<file path="config.mk">
export PLATFORM = sky130hd
export DESIGN_NAME = iafpc_flash_ctrl
export DESIGN_NICKNAME = d
export VERILOG_FILES = /design/src/iafpc_flash_ctrl.v
export VERILOG_INCLUDE_DIRS = /design/src
export SDC_FILE = /design/constraint.sdc
export NUM_CORES = 1
export LEC_CHECK = 0
export ABC_AREA = 1
export BUFFER_PORTS_ARGS = -buffer_cell sky130_fd_sc_hd__clkbuf_2
export CORE_ASPECT_RATIO = 1.5
export CORE_MARGIN = 2
export CORE_UTILIZATION = 45
export CTS_CLUSTER_SIZE = 28
export DETAILED_ROUTE_END_ITERATION = 8
export PLACE_DENSITY_LB_ADDON = 0.15
export SLEW_MARGIN = 30
export SYNTH_ARGS = -nofsm -noshare
export SYNTH_HDL_FRONTEND = slang
export SYNTH_SLANG_ARGS = --single-unit
</file>
<file path="constraint.sdc">
create_clock -name ref_clk_in -period 2.5 [get_ports ref_clk_in]
set_input_delay 0.25 -clock ref_clk_in [delete_from_list [all_inputs] [get_ports ref_clk_in]]
set_output_delay 0.25 -clock ref_clk_in [all_outputs]
set_load 0.02 [all_outputs]
</file>
<file path="src/iafpc_regs.vh">
// Register offsets, fields, codes and timing constants of the flash program control block
`ifndef IAFPC_REGS_VH
`define IAFPC_REGS_VH
// ***************
// Register map
// ***************
`define IAFPC_OFS_STATUS 8'h00
`define IAFPC_OFS_COMMAND 8'h04
`define IAFPC_OFS_ADDR_LOW 8'h08
`define IAFPC_OFS_ADDR_HIGH 8'h0c
`define IAFPC_OFS_DATA 8'h10
`define IAFPC_OFS_CONFIG 8'h14
`define IAFPC_OFS_FETCH 8'h18
`define IAFPC_OFS_LOCK 8'h1c
// ***************
// Fields and reset values
// ***************
`define IAFPC_CFG_ENABLE_BIT 6
`define IAFPC_CMD_IRQ_BIT 7
`define IAFPC_ST_BUSY_BIT 2
`define IAFPC_ST_REFUSED_BIT 0
`define IAFPC_RST_BYTE 8'h00
// ***************
// Command codes and signature locations
// ***************
`define IAFPC_CMD_CHIP_ERASE 7'h01
`define IAFPC_CMD_BLOCK_ERASE 7'h0d
`define IAFPC_CMD_SECTOR_ERASE 7'h0b
`define IAFPC_CMD_BYTE_PROGRAM 7'h0e
`define IAFPC_CMD_BYTE_VERIFY 7'h0c
`define IAFPC_CMD_SIG_READ 7'h02
`define IAFPC_SIG_MAKER_ADDR 16'h0030
`define IAFPC_SIG_DEVICE_ADDR 16'h0031
`define IAFPC_OVERLAY_LIMIT 16'h2000
`define IAFPC_SECTOR_BYTES 128
// ***************
// Timing
// ***************
`define IAFPC_CLK_MHZ 200
`define IAFPC_PROG_US 10
`define IAFPC_ERASE_US 100
`define IAFPC_PROG_CYC (`IAFPC_PROG_US * `IAFPC_CLK_MHZ)
`define IAFPC_ERASE_CYC (`IAFPC_ERASE_US * `IAFPC_CLK_MHZ)
`endif

</file>
<file path="src/iafpc_flash_ctrl.v">
// In-application flash program controller with Wishbone mailbox registers
//
// Chosen here: the Wishbone slave port and the register addresses.
`timescale 1ns/1ps
`include "iafpc_regs.vh"
module iafpc_flash_ctrl #(
	parameter [7:0] MAKER_SIG = 8'h5a,
	parameter [7:0] DEVICE_SIG = 8'ha5,
	parameter ERASE_CYCLES = `IAFPC_ERASE_CYC
) (
	input wire ref_clk_in,
	input wire rst_b_in,
	input wire wb_cyc_in,
	input wire wb_stb_in,
	input wire wb_we_in,
	input wire [7:0] wb_adr_in,
	input wire [3:0] wb_sel_in,
	input wire [31:0] wb_dat_in,
	output reg [31:0] wb_dat_out,
	output reg wb_ack_out,
	input wire external_access_pin_in,
	input wire [15:0] fetch_addr_in,
	input wire fetch_external_in,
	output wire main_fetch_busy_out,
	output wire second_fetch_busy_out,
	output reg flash_we_out,
	output reg flash_sector_erase_out,
	output reg flash_target_second_out,
	output reg [15:0] flash_addr_out,
	output reg [7:0] flash_wdata_out,
	input wire [7:0] flash_rdata_in,
	output reg osc_enable_out,
	output reg completion_interrupt_source_out
);
	// ***************
	// Block choice: 2 = second block, 1 = main block, 0 = no block
	// ***************
	localparam [1:0] TGT_NONE = 2'h0;
	localparam [1:0] TGT_MAIN = 2'h1;
	localparam [1:0] TGT_SECOND = 2'h2;
	localparam [1:0] ST_IDLE = 2'h0;
	localparam [1:0] ST_RUN = 2'h1;
	localparam [1:0] ST_DONE = 2'h2;

	reg [7:0] flash_status_reg;
	reg [7:0] flash_command_reg;
	reg [7:0] flash_addr_low_reg;
	reg [7:0] flash_addr_high_reg;
	reg [7:0] flash_data_reg;
	reg [7:0] flash_config_reg;
	reg [1:0] lock_reg;
	reg [1:0] state;
	reg [31:0] count;
	reg refused;
	// Verify reads the array one cycle after the address is presented
	reg verify_wait;

	// Which physical block holds a 16-bit fetch address under current overlay
	function fetch_in_second;
		input [15:0] a;
		input pin;
		input [1:0] bank;
		begin
			fetch_in_second = pin && (bank == 2'h0) && (a < `IAFPC_OVERLAY_LIMIT);
		end
	endfunction

	// Target resolution; the issuing block is never the target while the access pin is high
	function [1:0] resolve;
		input [15:0] src;
		input ext;
		input [15:0] tgt;
		input pin;
		input [1:0] bank;
		reg src_second;
		reg low;
		begin
			src_second = fetch_in_second(src, pin, bank);
			low = tgt < `IAFPC_OVERLAY_LIMIT;
			if (ext || !pin) begin
				resolve = (bank == 2'h0 && low) ? TGT_SECOND : TGT_MAIN;
			end else if (src_second) begin
				resolve = TGT_MAIN;
			end else if (low) begin
				resolve = TGT_SECOND;
			end else begin
				resolve = TGT_NONE;
			end
		end
	endfunction

	wire [15:0] tgt_addr = {flash_addr_high_reg, flash_addr_low_reg};
	wire [1:0] tgt_block = resolve(fetch_addr_in, fetch_external_in, tgt_addr,
		external_access_pin_in, flash_config_reg[1:0]);
	wire iap_on = flash_config_reg[`IAFPC_CFG_ENABLE_BIT];
	wire busy = (state == ST_RUN);
	wire wb_req = wb_cyc_in && wb_stb_in && !wb_ack_out;
	wire wr_cmd = wb_req && wb_we_in && wb_sel_in[0] && (wb_adr_in == `IAFPC_OFS_COMMAND);
	wire [6:0] op = wb_dat_in[6:0];
	wire is_long = (op == `IAFPC_CMD_BYTE_PROGRAM) || (op == `IAFPC_CMD_SECTOR_ERASE);
	wire tgt_locked = (tgt_block == TGT_MAIN) ? lock_reg[0] : lock_reg[1];
	// Busy flags let the fetch side stall only the block being changed
	assign main_fetch_busy_out = busy && !flash_target_second_out;
	assign second_fetch_busy_out = busy && flash_target_second_out;

	// ***************
	// Wishbone slave, ack registered one cycle after the request
	// ***************
	reg [7:0] rd_byte;
	always @* begin
		case (wb_adr_in)
		`IAFPC_OFS_STATUS: rd_byte = flash_status_reg;
		`IAFPC_OFS_COMMAND: rd_byte = flash_command_reg;
		`IAFPC_OFS_ADDR_LOW: rd_byte = flash_addr_low_reg;
		`IAFPC_OFS_ADDR_HIGH: rd_byte = flash_addr_high_reg;
		`IAFPC_OFS_DATA: rd_byte = flash_data_reg;
		`IAFPC_OFS_CONFIG: rd_byte = flash_config_reg;
		`IAFPC_OFS_LOCK: rd_byte = {6'h00, lock_reg};
		default: rd_byte = 8'h00;
		endcase
	end

	always @(posedge ref_clk_in) begin
		if (!rst_b_in) begin
			wb_ack_out <= 1'b0;
			wb_dat_out <= 32'h00000000;
		end else begin
			wb_ack_out <= wb_req;
			wb_dat_out <= wb_req ? {24'h000000, rd_byte} : 32'h00000000;
		end
	end

	// ***************
	// Mailbox registers and sequencer
	// ***************
	always @(posedge ref_clk_in) begin
		if (!rst_b_in) begin
			flash_command_reg <= `IAFPC_RST_BYTE;
			flash_addr_low_reg <= `IAFPC_RST_BYTE;
			flash_addr_high_reg <= `IAFPC_RST_BYTE;
			flash_data_reg <= `IAFPC_RST_BYTE;
			flash_config_reg <= `IAFPC_RST_BYTE;
			lock_reg <= 2'h0;
			state <= ST_IDLE;
			count <= 32'h00000000;
			refused <= 1'b0;
			verify_wait <= 1'b0;
			flash_we_out <= 1'b0;
			flash_sector_erase_out <= 1'b0;
			flash_target_second_out <= 1'b0;
			flash_addr_out <= 16'h0000;
			flash_wdata_out <= 8'h00;
			osc_enable_out <= 1'b0;
			completion_interrupt_source_out <= 1'b0;
		end else begin
			flash_we_out <= 1'b0;
			flash_sector_erase_out <= 1'b0;
			completion_interrupt_source_out <= 1'b0;
			if (wb_req && wb_we_in && wb_sel_in[0] && !busy) begin
				case (wb_adr_in)
				`IAFPC_OFS_ADDR_LOW: flash_addr_low_reg <= wb_dat_in[7:0];
				`IAFPC_OFS_ADDR_HIGH: flash_addr_high_reg <= wb_dat_in[7:0];
				`IAFPC_OFS_DATA: flash_data_reg <= wb_dat_in[7:0];
				`IAFPC_OFS_CONFIG: flash_config_reg <= wb_dat_in[7:0];
				`IAFPC_OFS_LOCK: lock_reg <= lock_reg | wb_dat_in[1:0];
				default: ;
				endcase
			end
			if (verify_wait) begin
				flash_data_reg <= flash_rdata_in;
				verify_wait <= 1'b0;
			end
			case (state)
			ST_IDLE: begin
				if (wr_cmd) begin
					flash_command_reg <= wb_dat_in[7:0];
					refused <= 1'b0;
					if (!iap_on) begin
						refused <= 1'b1;
					end else if (op == `IAFPC_CMD_SIG_READ) begin
						flash_data_reg <= (flash_addr_low_reg == `IAFPC_SIG_MAKER_ADDR) ?
							MAKER_SIG : DEVICE_SIG;
					end else if (tgt_block == TGT_NONE || tgt_locked) begin
						refused <= 1'b1;
					end else if (op == `IAFPC_CMD_BYTE_VERIFY) begin
						flash_target_second_out <= (tgt_block == TGT_SECOND);
						flash_addr_out <= tgt_addr;
						verify_wait <= 1'b1;
					end else if (is_long) begin
						flash_target_second_out <= (tgt_block == TGT_SECOND);
						flash_addr_out <= (op == `IAFPC_CMD_SECTOR_ERASE) ?
							{tgt_addr[15:7], 7'h00} : tgt_addr;
						flash_wdata_out <= flash_data_reg;
						flash_we_out <= (op == `IAFPC_CMD_BYTE_PROGRAM);
						flash_sector_erase_out <= (op == `IAFPC_CMD_SECTOR_ERASE);
						count <= (op == `IAFPC_CMD_SECTOR_ERASE) ? ERASE_CYCLES :
							`IAFPC_PROG_CYC;
						osc_enable_out <= 1'b1;
						state <= ST_RUN;
					end else begin
						refused <= 1'b1;
					end
				end
			end
			ST_RUN: begin
				// Whole block runs on ref_clk_in; the wait is counted in ref_clk_in cycles while the oscillator enable is held high
				if (count <= 32'h00000001) begin
					osc_enable_out <= 1'b0;
					state <= ST_DONE;
				end else begin
					count <= count - 32'h00000001;
				end
			end
			ST_DONE: begin
				completion_interrupt_source_out <= flash_command_reg[`IAFPC_CMD_IRQ_BIT];
				state <= ST_IDLE;
			end
			default: state <= ST_IDLE;
			endcase
		end
	end

	always @* begin
		flash_status_reg = 8'h00;
		flash_status_reg[`IAFPC_ST_BUSY_BIT] = busy;
		flash_status_reg[`IAFPC_ST_REFUSED_BIT] = refused;
	end
endmodule

</file>
# Word level (Yosys, flattened, before mapping)
# Cells that the tools add are included.
# word_totals
regBits	140
input_bits	75
out_inout_bits	64
wordCells	144
# op_classes
mux	50
bitwise	9
order_cmp	3
add_sub_neg	1
n_reduce_logical	38
n_eq_ne	23
# op_table
op	count
$mux 32	7
$mux 8	8
$pmux 32 s2	1
$pmux 8 s7	1
$le 32x1->1 const B	1
$lt 16x14->1 const B	2
$mux 16	2
$sub 32x1->32 const B	1
$eq 8x5->1 const B	3
$mux 2	11
$eq 7x4->1 const B	3
$eq 8x4->1 const B	2
$mux 1	16
$reduce_and 8->1	2
$mux 15	1
$ne 2x2->1 const B	7
$reduce_and 2->1	7
$reduce_and 7->1	2
$logic_and 1x1->1	11
$eq 8x3->1 const B	1
$eq 8x6->1 const B	1
$logic_not 8->1	1
$not 1->1	8
$reduce_or 8->1	1
other kinds (14)	24

# Longest topological paths before layout
# Gate-level depths: netlist of run 1.
# logic_depth
word_depth	13
ltp_mapped	14
depth_no_buf	13

# Worst setup path before layout of run 1
# OpenSTA, ideal clock, no wires.
# synth_path
kind	reg-to-reg
from	register wb_ack_out
to	register count[6]
stages_incl_launch_ff	11
period_less_slack_ns	1.759
required_ns	2.387
setup_slack_ns	0.741
setup_ns	0.113
path_buffers	1
arrival_time_ns	1.646
cell_sequence	dfxtp_1 nand3b_1 nor2_1 nand3_4 nor2_4 nand2_1 nand2_2 buf_4 nand3_1 nor2_1 nor2_1
# synth_via
elab_chain_len	7
# synth_rtl
item	line	text
start: declaration	iafpc_flash_ctrl.v:20	output reg wb_ack_out,
start signal: assignment	iafpc_flash_ctrl.v:128	wb_ack_out <= wb_req;
$logic_not 1->1	iafpc_flash_ctrl.v:97	wire wb_req = wb_cyc_in && wb_stb_in && !wb_ack_out;
$logic_and 1x1->1	iafpc_flash_ctrl.v:97	
$logic_and 1x1->1 (3 in a row)	iafpc_flash_ctrl.v:98	wire wr_cmd = wb_req && wb_we_in && wb_sel_in[0] && (wb_adr_in == `IAFPC_OFS_COMMAND);
$ne 2x2->1 (no line)	--	
$reduce_and 8->1 (no line)	--	
end signal: assignment	iafpc_flash_ctrl.v:196	count <= (op == `IAFPC_CMD_SECTOR_ERASE) ? ERASE_CYCLES :
end signal: assignment	iafpc_flash_ctrl.v:211	count <= count - 32'h00000001;
end: declaration	iafpc_flash_ctrl.v:53	reg [31:0] count;
# No other way between the ends.
# A chain may end at the register's enable or synchronous reset.

# Worst setup path after layout of run 1
# layout_path
from	register wb_ack_out
to	register flash_data_reg[2]
# layout_via
elab_chain_len	11
word_cells_on_any_way	12
classes_between	6 x mux; 6 x reduce/logical
# layout_rtl
item	line	text
$logic_not 1->1 (*)	iafpc_flash_ctrl.v:97	
$logic_and 1x1->1 (*)	iafpc_flash_ctrl.v:97	
$logic_and 1x1->1 (*) (2 in a row)	iafpc_flash_ctrl.v:98, iafpc_flash_ctrl.v:159	
$logic_and 1x1->1	iafpc_flash_ctrl.v:159	if (wb_req && wb_we_in && wb_sel_in[0] && !busy) begin
$mux 8	iafpc_flash_ctrl.v:159	
$mux 8	iafpc_flash_ctrl.v:169	if (verify_wait) begin
$mux 8	iafpc_flash_ctrl.v:180	end else if (op == `IAFPC_CMD_SIG_READ) begin
$mux 8	iafpc_flash_ctrl.v:178	if (!iap_on) begin
$mux 8	iafpc_flash_ctrl.v:175	if (wr_cmd) begin
$mux 8 (*)	iafpc_flash_ctrl.v:173	case (state)
end signal: assignment	iafpc_flash_ctrl.v:163	`IAFPC_OFS_DATA: flash_data_reg <= wb_dat_in[7:0];
end signal: assignment	iafpc_flash_ctrl.v:170	flash_data_reg <= flash_rdata_in;
end signal: assignment	iafpc_flash_ctrl.v:181	flash_data_reg <= (flash_addr_low_reg == `IAFPC_SIG_MAKER_ADDR) ?
end: declaration	iafpc_flash_ctrl.v:49	reg [7:0] flash_data_reg;
# Mark *: on every way between the ends. The rest lies on a longest branch, timed or not.

==> results of run 1 <==
## layout make-up
type | count | area share (%)
Multi-Input combinational cell | 730 | 45.2
Sequential cell | 116 | 31.5
Timing Repair Buffer | 100 | 7.66
Clock buffer | 18 | 5.95
Inverter | 85 | 4.32
Tap cell | 162 | 2.75
Clock inverter | 14 | 2.71
## through the flow
step / utilization, % / area, um2 / power, uW
2_1_floorplan: - / 6320 / 2020
3_3_place_gp: 49.8 / 6740 / 2050
3_5_place_dp: 49.8 / 6740 / 2050
4_1_cts: 54.5 / 7380 / 4670
5_1_grt: 54.5 / 7380 / 4750
6_report: 54.5 / 7380 / 4630
## cell families (layout without fill, tap and decap cells)
group / after synthesis / after routing
xor gates and xnor gates: 7 / 7
AOI/OAI and AO/OA: 173 / 173
adders and majority gates: 2 / 2
DFF: 116 / 116
other: 1 / 24
and+or+nand+nor: 524 / 524
buffers and inverters: 141 / 217
## worst max-delay path, delay by kind of cell (launching register included)
family / cells / cell delay [ps]
compound gates: 1 / 120
simple gates: 6 / 1470
flops: 1 / 300
buf+inv: 2 / 230
## power by group
group / switching, uW / total, uW / internal, uW
clock: 916 / 2620 / 1700
combinational: 125 / 165 / 40.2
sequential: 0.398 / 1850 / 1850
total: 1040 / 4630 / 3590
## synthesized netlist by cell type (7+ instances only)
master and n:
nand2_1 238, nor2_1 191, dfxtp_1 116, inv_1 79, a21oi_1 76, o21ai_0 66, nand3_1 52, buf_4 28
clkbuf_1 18, nand4_1 14, o21bai_1 11, buf_2 7
## worst paths after layout
| path | startpoint | end | cells past startpoint |
|---|---|---|---|
| setup reg to reg | wb_ack_out$_SDFF_PN0_ | flash_data_reg[2]$_SDFF_PN0_ | 9 |
| hold reg to reg | flash_command_reg[2]$_SDFFE_PN0P_ | flash_command_reg[2]$_SDFFE_PN0P_ | 2 |
| setup / recovery | wb_ack_out$_SDFF_PN0_ | flash_data_reg[2]$_SDFF_PN0_ | 9 |
| hold / removal | rst_b_in | wb_ack_out$_SDFF_PN0_ | 3 |
## routing by layer
metal	share of wire [%]	wire, um
met5	0	0
met3	4.1	750
met1	37	6750
met4	5.1	942
met2	54	9850
==> flow_summary_export.csv, run 1 <==
group,metric,value,unit
sta,finalCritPeriodShare,88.3,%
pwr,power_density,628,nW/um2
clocking,cts_resized,0,
global_routing,grt_start_max_net_pins,59,
finish,layoutNonFillerInstCount,1225,
sta,tightest_slew,713,ps
synth,async_reset_ff_share,0,%
sta,setup_viol,0,
sta,period_needed,2210,ps
synth,muxShareOfSynthArea,0,%
global_routing,met1_usage,26.4,%
floorplanning,die_x,100,um
clocking,cts_setup_buffers,0,
sta,tns,0,ps
synth,syn_area_per_cell,6.47,um2
setup_path,start_kind,"flop",
floorplanning,dieArea,14800,um2
finish,reg_top3,"count: 32 flops, flash_addr_out: 16 flops",
finish,regMostFlops,"count",
sta,hold_violations,0,
synth,yosys_warnings,0,
synth,synthCells,964,
drt,post_drt_wl_per_cell,14.9,um
clocking,postCtsHoldBufs,0,
synth,synth-edff-count,0,
finish,seq_area,2320,um2
clocking,cts_buffer_depth,2,
global_routing,grt_busiest_layer,"met2",
clocking,cts_tree,"done",
sta,final-max-slew-violation-count,0,
pwr,p_leak,0.00372,uW
clocking,clkLatencyLatePin,420,ps
pwr,ir_worst_vdd,0.000446,V
min_path,hp-class,"primary input to flop",
setup_path,crit_chain,"nand3b_1, nor2_1, nand2_1, nor2_2, inv_1, nor2_1, o21ai_0, nand2_1, inv_1",
finish,largest_register_ffs,32,
synth,synth_top_area_share,37.2,%
clocking,htreeDepth,4,
finish,nNetsFinal,1127,
setup_path,r2r_setup_slack,290,ps
placement,io_buffers,74,
run,cap_violations,0,
synth,synthSimpleGateAreaFrac,35.6,%
drt,routed_via_density,5.15,
drt,drt_iter0_drc,318,
run_status,status,"finished, final reports clean",
global_routing,met3_usage,4.04,%
setup_path,crit_path_top_delay_cell,"nor2_2",
clocking,numCtsBuffers,17,
sta,skew,10.5,ps
drt,routed_wirelength,18300,um
clocking,clk_pin_slew,60,ps
floorplanning,coreArea,13500,um2
setup_path,arrival,2520,ps
finish,final_cell_mix,"nand2_1 (238), nor2_1 (191), dfxtp_1 (116)",
synth,synthXorXnorAreaFrac,0.983,%
finish,diodes,0,
finish,layout_commonest_cell,"nand2_1",
finish,multi_input_area,3330,um2
clocking,clock-root-buffer,"clkbuf_16",
sta,slew_headroom,52.3,%
placement,gp_congestion,0.940,
clocking,clkSinkCount,116,
global_routing,grt-ovfl-total,0,
global_routing,antenna_found_initial,0,
placement,dp_slack,329,ps
synth,ys.flop_type,"dfxtp_1",
synth,ys_top_cells_by_area,"dfxtp_1 (37%), nand2_1 (14%), nor2_1 (11%), a21oi_1 (6.1%), o21ai_0 (5.3%)",
floorplanning,io_pins,139,
global_routing,grt_pass1_wl,29300,um
synth,synth_adder_area_share,0.401,%
synth,synth_seq_cells,116,
floorplanning,rows,52,
finish,fillCellCount,1413,
placement,hpwl,13600,um
sta,rsz0062_at_grt,"false",
finish,syn2layout_area_growth,18.4,%
drt,drc,0,
drt,ant_nets,0,
synth,synth_top_family_by_area,"simple AND/OR/NAND/NOR gates",
synth,yosys.area.top_type,"dfxtp_1",
sta,layout_setup_ws,292,ps
finish,drive_gt1_share,14.7,%
drt,num_vias,6307,
setup_path,critPathKind,"flop to flop",
synth,synth-compound-area-share,15.0,%
setup_path,cp-end-kind,"flop",
setup_path,critPathRequiredTime,2810,ps
setup_path,cp_max_fo,13,
global_routing,grtUsageTotal,25.4,%
synth,synth_area,6230,um2
setup_path,cp_slowest_stage_delay,490,ps
global_routing,grt_pass1_vias,5968,
placement,place_inst,1193,
global_routing,groute.layer.met2.usage,47.4,%
synth,ys_seq_area_share,37.2,%
synth,synth_cell_types,40,
floorplanning,dieHeight,148,um
drt,drtPass1Iterations,6,
sta,hold_slack,87.8,ps
sta,fmax,453,MHz
floorplanning,start_util,46.1,%
Note: power is estimated with default switching activity, not from simulation.
==> run 2, diff against run 1 <==
Settings changed: ABC_AREA 1 to unset.
==> run 2 against run 1 <==
Net effect: worst setup slack lost 240 ps; critical path depth is 3 lower; cell count fell by 23%; clock power down 3%; synthesized area is 8.8% lower; sequential power about the same; clock-buffer cell count up 1; sequential share of layout area is 0.88 points higher; hold slack gained 99 ps; via count decreased by 12%; combinational power up 27%; critical path type unchanged.
==> flow_summary_export.csv, run 2 <==
group,metric,value,unit
run_status,status,"finished, final reports clean",
sta,rsz0062_at_grt,"true",
global_routing,antenna_found_initial,0,
clocking,htreeDepth,4,
global_routing,grt_pass1_wl,26600,um
synth,synth_common_cells,"dfxtp_1 (116), nand2_1 (73), a21oi_1 (69)",
global_routing,grtUsageTotal,25.4,%
synth,synth_seq_cells,116,
setup_path,cp_common_cell,"or3_4",
drt,drc,0,
pwr,power_density,641,nW/um2
finish,nNetsFinal,857,
setup_path,critPathKind,"flop to flop",
synth,synth-compound-area-share,17.9,%
placement,gp_congestion,0.886,
synth,yosys.area.top_type,"dfxtp_1",
drt,ant_nets,0,
synth,yosysMostFrequentCell,"dfxtp_1",
synth,synthCells,673,
setup_path,start_kind,"flop",
floorplanning,coreArea,12400,um2
clocking,clkSinkCount,116,
clocking,postCtsHoldBufs,0,
sta,skew,8.23,ps
synth,ys_seq_area_share,40.8,%
drt,drt_iter0_drc,360,
drt,drtPass1Iterations,5,
min_path,hp-class,"primary input to flop",
finish,largest_register_ffs,32,
sta,final-max-slew-violation-count,0,
clocking,clk_pin_slew,50,ps
sta,tightest_slew,540,ps
floorplanning,dieHeight,142,um
global_routing,grt_start_max_net_pins,47,
synth,synth_top_family_by_area,"simple AND/OR/NAND/NOR gates",
synth,synth_top_area_share,40.8,%
sta,hold_violations,0,
setup_path,critPathRequiredTime,2850,ps
synth,synth_adder_area_share,0.440,%
synth,ys_top_cells_by_area,"dfxtp_1 (41%), a21oi_1 (6.1%), mux2i_1 (5.1%), nand2_1 (4.8%), or4_1 (3.8%)",
synth,syn_area_per_cell,8.45,um2
finish,final_cell_mix,"dfxtp_1 (115), clkbuf_2 (74), nand2_1 (73)",
pwr,p_leak,0.00293,uW
synth,async_reset_ff_share,0,%
sta,fmax,408,MHz
drt,routed_wirelength,16900,um
pwr,finalPower,4610,uW
setup_path,cp-end-kind,"flop",
floorplanning,die_x,95.8,um
synth,synthSimpleGateAreaFrac,27.7,%
placement,hpwl,12500,um
clocking,clkLatencyLatePin,410,ps
floorplanning,io_pins,139,
global_routing,grt-ovfl-total,0,
setup_path,crit_chain,"or3_4, or2_4, or3_4, or4_4, or4_1, a21oi_2",
floorplanning,dieArea,13600,um2
setup_path,cp_max_fo,5,
clocking,cts_tree,"done",
placement,io_buffers,74,
global_routing,grt_pass1_vias,5392,
sta,period_needed,2450,ps
setup_path,crit_path_top_delay_cell,"or4_4",
finish,fillCellCount,1163,
run,cap_violations,0,
sta,layout_setup_ws,50.8,ps
synth,synth-edff-count,0,
clocking,clock-root-buffer,"clkbuf_16",
synth,ys.flop_type,"dfxtp_1",
synth,muxShareOfSynthArea,5.90,%
drt,post_drt_wl_per_cell,17.8,um
setup_path,arrival,2800,ps
finish,syn2layout_area_growth,26.3,%
pwr,ir_worst_vdd,0.000446,V
synth,yosys_warnings,0,
clocking,cts_buffer_depth,2,
clocking,numCtsBuffers,17,
finish,drive_gt1_share,25.5,%
sta,tns,0,ps
drt,num_vias,5550,
finish,reg_top3,"count: 32 flops, flash_addr_out: 16 flops",
finish,regMostFlops,"count",
sta,finalCritPeriodShare,98.0,%
synth,synth_area,5690,um2
floorplanning,rows,50,
synth,synth_cell_types,68,
setup_path,cp_slowest_stage_delay,510,ps
finish,layout_commonest_cell,"dfxtp_1",
placement,dp_slack,-83.2,ps
sta,setup_viol,0,
drt,routed_via_density,5.85,
floorplanning,start_util,45.9,%
synth,synthXorXnorAreaFrac,0.154,%
sta,slew_headroom,63.6,%
finish,diodes,0,
## run 2: worst max-delay path, delay by kind of cell, from the launching register on
family	cells	cell delay, ps
AND/OR/NAND/NOR	5	1930
flip-flops	1	330
AO/OA/AOI/OAI	1	120
## run 2: worst paths after layout
path	slack [ps]	depth (start not counted)	startpoint	endpoint
setup / recovery	50	6	count[18]$_SDFFE_PN0P_	count[24]$_SDFFE_PN0P_
hold / removal	190	2	rst_b_in	wb_ack_out$_SDFF_PN0_
setup reg to reg	50	6	count[18]$_SDFFE_PN0P_	count[24]$_SDFFE_PN0P_
hold reg to reg	450	2	flash_addr_out[6]$_SDFFE_PN0P_	flash_addr_out[6]$_SDFFE_PN0P_
## run 2: cell type report
class                           instances  area, um2  share of cell area [%]
Timing Repair Buffer                  135        916                    12.7
Clock buffer                           19        443                    6.17
Multi-Input combinational cell        505       3110                    43.2
Inverter                                5       18.8                   0.261
Clock inverter                         13        183                    2.54
Tap cell                              156        195                    2.72
Sequential cell                       116       2320                    32.3
## run 2: report_power, final
group / leakage, uW / switching, uW / internal [uW] / total [uW]
sequential: 0.000934 / 0.742 / 1850 / 1850
clock: 0.000295 / 858 / 1690 / 2550
combinational: 0.00170 / 143 / 65.8 / 209
## run 2: cells by family after synthesis
kind of cell,after synthesis
other,1
buffers and inverters,75
DFF,116
adders and majority gates,2
AOI/OAI and AO/OA,157
muxes,33
and+or+nand+nor,288
xor gates and xnor gates,1
## run 2: routing by layer
metal	vias up	wire length [um]	part of all wire, %	global-route usage [%]
li1	2666	-	-	-
met1	2649	6340	38	27.6
met2	185	8950	53	44.7
met3	50	757	4.5	4.04
met4	0	804	4.8	15.8
met5	-	0	0	0
## run 2: what timing repair did
item / 4_1_cts / 5_1_grt
endpoints found under the setup margin: 27 / 29
resized for setup: 3 / 9
pin swaps: 1 / 8
buffers inserted: 0 / 1
## run 2: through the flow
step	instances	area, um2	utilization [%]	hold WS [ps]
after floorplan	696	5770	-	394
after detailed placement	916	6500	52.5	442
after CTS	948	7140	57.7	183
final	949	7180	58.0	187
after global placement	916	6500	52.5	438
after global routing	949	7180	58.0	192
==> run 3, diff against run 2 <==
Settings changed: ABC_AREA set to 1, MAX_ROUTING_LAYER set to met4.
Clock period 2.5 ns to 2.7 ns, I/O delays scaled along.
==> run 3 against run 2 <==
Net effect: cell count increased by 28%; sequential share of layout area fell by 0.75 points; combinational power down 26%; clock-buffer cell count shrank 1; global-route usage up 0.91 points; critical path depth rose by 3; fmax up 14%; sequential cell count unchanged; core utilization decreased by 3.7 points; via count is 13% higher; total power fell by 4.9%; critical endpoint is now flash_data_reg[2]$_SDFF_PN0_; largest cell class unchanged; largest power group unchanged.
==> flow_summary_export.csv, run 3 (synthesis results as in run 1) <==
group,metric,value,unit
run_status,status,"finished, final reports clean",
sta,setup_viol,0,
placement,place_inst,1187,
min_path,min_from,"wb_stb_in",
floorplanning,dieArea,14800,um2
setup_path,cp_top_family,"simple AND/OR/NAND/NOR gates",
pwr,ir_worst_vdd,0.000394,V
drt,num_vias,6289,
finish,syn2layout_area_growth,17.9,%
clocking,cts_setup_buffers,0,
drt,routed_wirelength,18400,um
placement,gp_congestion,0.958,
clocking,clk_pin_slew,60,ps
floorplanning,io_pins,139,
finish,diodes,0,
global_routing,antenna_found_initial,0,
finish,reg_top3,"count: 32 flops, flash_addr_out: 16 flops",
sta,tightest_slew,785,ps
run,cap_violations,0,
setup_path,reg2reg_from,"wb_ack_out$_SDFF_PN0_",
floorplanning,coreArea,13500,um2
drt,drtPass1Iterations,4,
sta,tns,0,ps
global_routing,grt_pass1_wl,29700,um
placement,dp_slack,421,ps
sta,layout_setup_ws,552,ps
finish,nNetsFinal,1121,
finish,final_cell_mix,"nand2_1 (238), nor2_1 (191), dfxtp_1 (116)",
global_routing,grt_pass1_vias,6054,
global_routing,grtUsageTotal,26.3,%
clocking,cts_buffer_depth,2,
placement,hpwl,13500,um
clocking,clock-root-buffer,"clkbuf_16",
setup_path,cp_max_fo,13,
clocking,postCtsHoldBufs,0,
sta,fmax,466,MHz
setup_path,crit_buf_inv,2,
pwr,internal-power,3400,uW
clocking,numCtsBuffers,17,
placement,io_buffers,74,
floorplanning,start_util,46.1,%
finish,multi_input_area,3330,um2
clocking,cts_resized,0,
setup_path,crit_chain,"nand3b_1, nor2_1, nand2_1, nor2_2, inv_1, nor2_1, o21ai_0, nand2_1, inv_1",
setup_path,cp-end-kind,"flop",
pwr,p_clk_share,57.4,%
global_routing,grt-ovfl-total,0,
drt,drc,0,
min_path,hp-class,"primary input to flop",
sta,finalCritPeriodShare,79.6,%
clocking,clkLatencyLatePin,420,ps
global_routing,grt_start_max_net_pins,59,
setup_path,crit_path_top_delay_cell,"nor2_2",
pwr,power.share.sequential,39.1,%
clocking,htreeDepth,4,
drt,ant_nets,0,
finish,layout_commonest_cell,"nand2_1",
finish,fillCellCount,1418,
finish,layoutNonFillerInstCount,1219,
pwr,power_density,596,nW/um2
setup_path,startpoint,"wb_ack_out$_SDFF_PN0_",
setup_path,cp_slowest_stage_delay,480,ps
pwr,pwr-share-comb,3.5,%
floorplanning,rows,52,
floorplanning,die_x,100,um
sta,hold_violations,0,
setup_path,start_kind,"flop",
drt,drt_iter0_drc,371,
setup_path,critPathRequiredTime,3010,ps
drt,post_drt_wl_per_cell,15.1,um
pwr,p_leak,0.00370,uW
clocking,cts_tree,"done",
pwr,swShare,22.4,%
finish,seq_area,2320,um2
finish,regMostFlops,"count",
sta,final-max-slew-violation-count,0,
setup_path,critPathKind,"flop to flop",
finish,drive_gt1_share,14.1,%
drt,routed_via_density,5.16,
setup_path,arrival,2460,ps
floorplanning,dieHeight,148,um
finish,largest_register_ffs,32,
sta,rsz0062_at_grt,"false",
clocking,clkSinkCount,116,
pwr,p_switching,980,uW
sta,slew_headroom,47.5,%
sta,period_needed,2150,ps
sta,skew,10.8,ps
==> run 3: area by class of cell <==
type                    count  area share [%]
clock inverters            14            3.06
inverters                  85            4.34
clock buffers              18            5.84
multi-input cells         730            45.3
well taps                 162            2.76
flip-flops and latches    116            31.6
repair buffers             94            7.08
==> run 3: metrics by stage <==
step / total power [uW] / hold WS (ps) / utilization (%) / cell area (um2)
4_1_cts: 4410 / 128 / 54.3 / 7350
3_5_place_dp: 1900 / 443 / 49.5 / 6700
5_1_grt: 4510 / 151 / 54.3 / 7350
6_report: 4380 / 134 / 54.3 / 7350
2_1_floorplan: 1870 / 405 / - / 6320
3_3_place_gp: 1900 / 443 / 49.5 / 6700
==> run 3: worst paths after layout <==
path,endpoint,slack [ps],cells after the start
min,wb_ack_out$_SDFF_PN0_,130,3
max,flash_data_reg[2]$_SDFF_PN0_,550,9
min reg2reg,flash_command_reg[2]$_SDFFE_PN0P_,450,2
max reg2reg,flash_data_reg[2]$_SDFF_PN0_,550,9
==> run 3: per-layer routing <==
layer / vias up / wire length [um] / track usage [%]
met1: 2840 / 6850 / 27.2
met5: - / 0 / -
li1: 3219 / - / -
met4: 0 / 890 / 14.5
met2: 179 / 9890 / 47.0
met3: 51 / 798 / 4.09
==> run 3: power groups by stage <==
stage                     Combinational (uW)  Sequential, uW  Clock [uW]
after CTS                                154            1710        2540
final                                    155            1710        2510
after global placement                   153            1750           0
after global routing                     169            1710        2630
after detailed placement                 154            1750           0
after floorplan                          117            1750           0
==> run 3: worst register-to-register path, delay by kind of cell, from the launching register on <==
kind	cells	cell delay (ps)
compound gates	1	110
buf+inv	2	210
flops	1	300
simple gates	6	1430
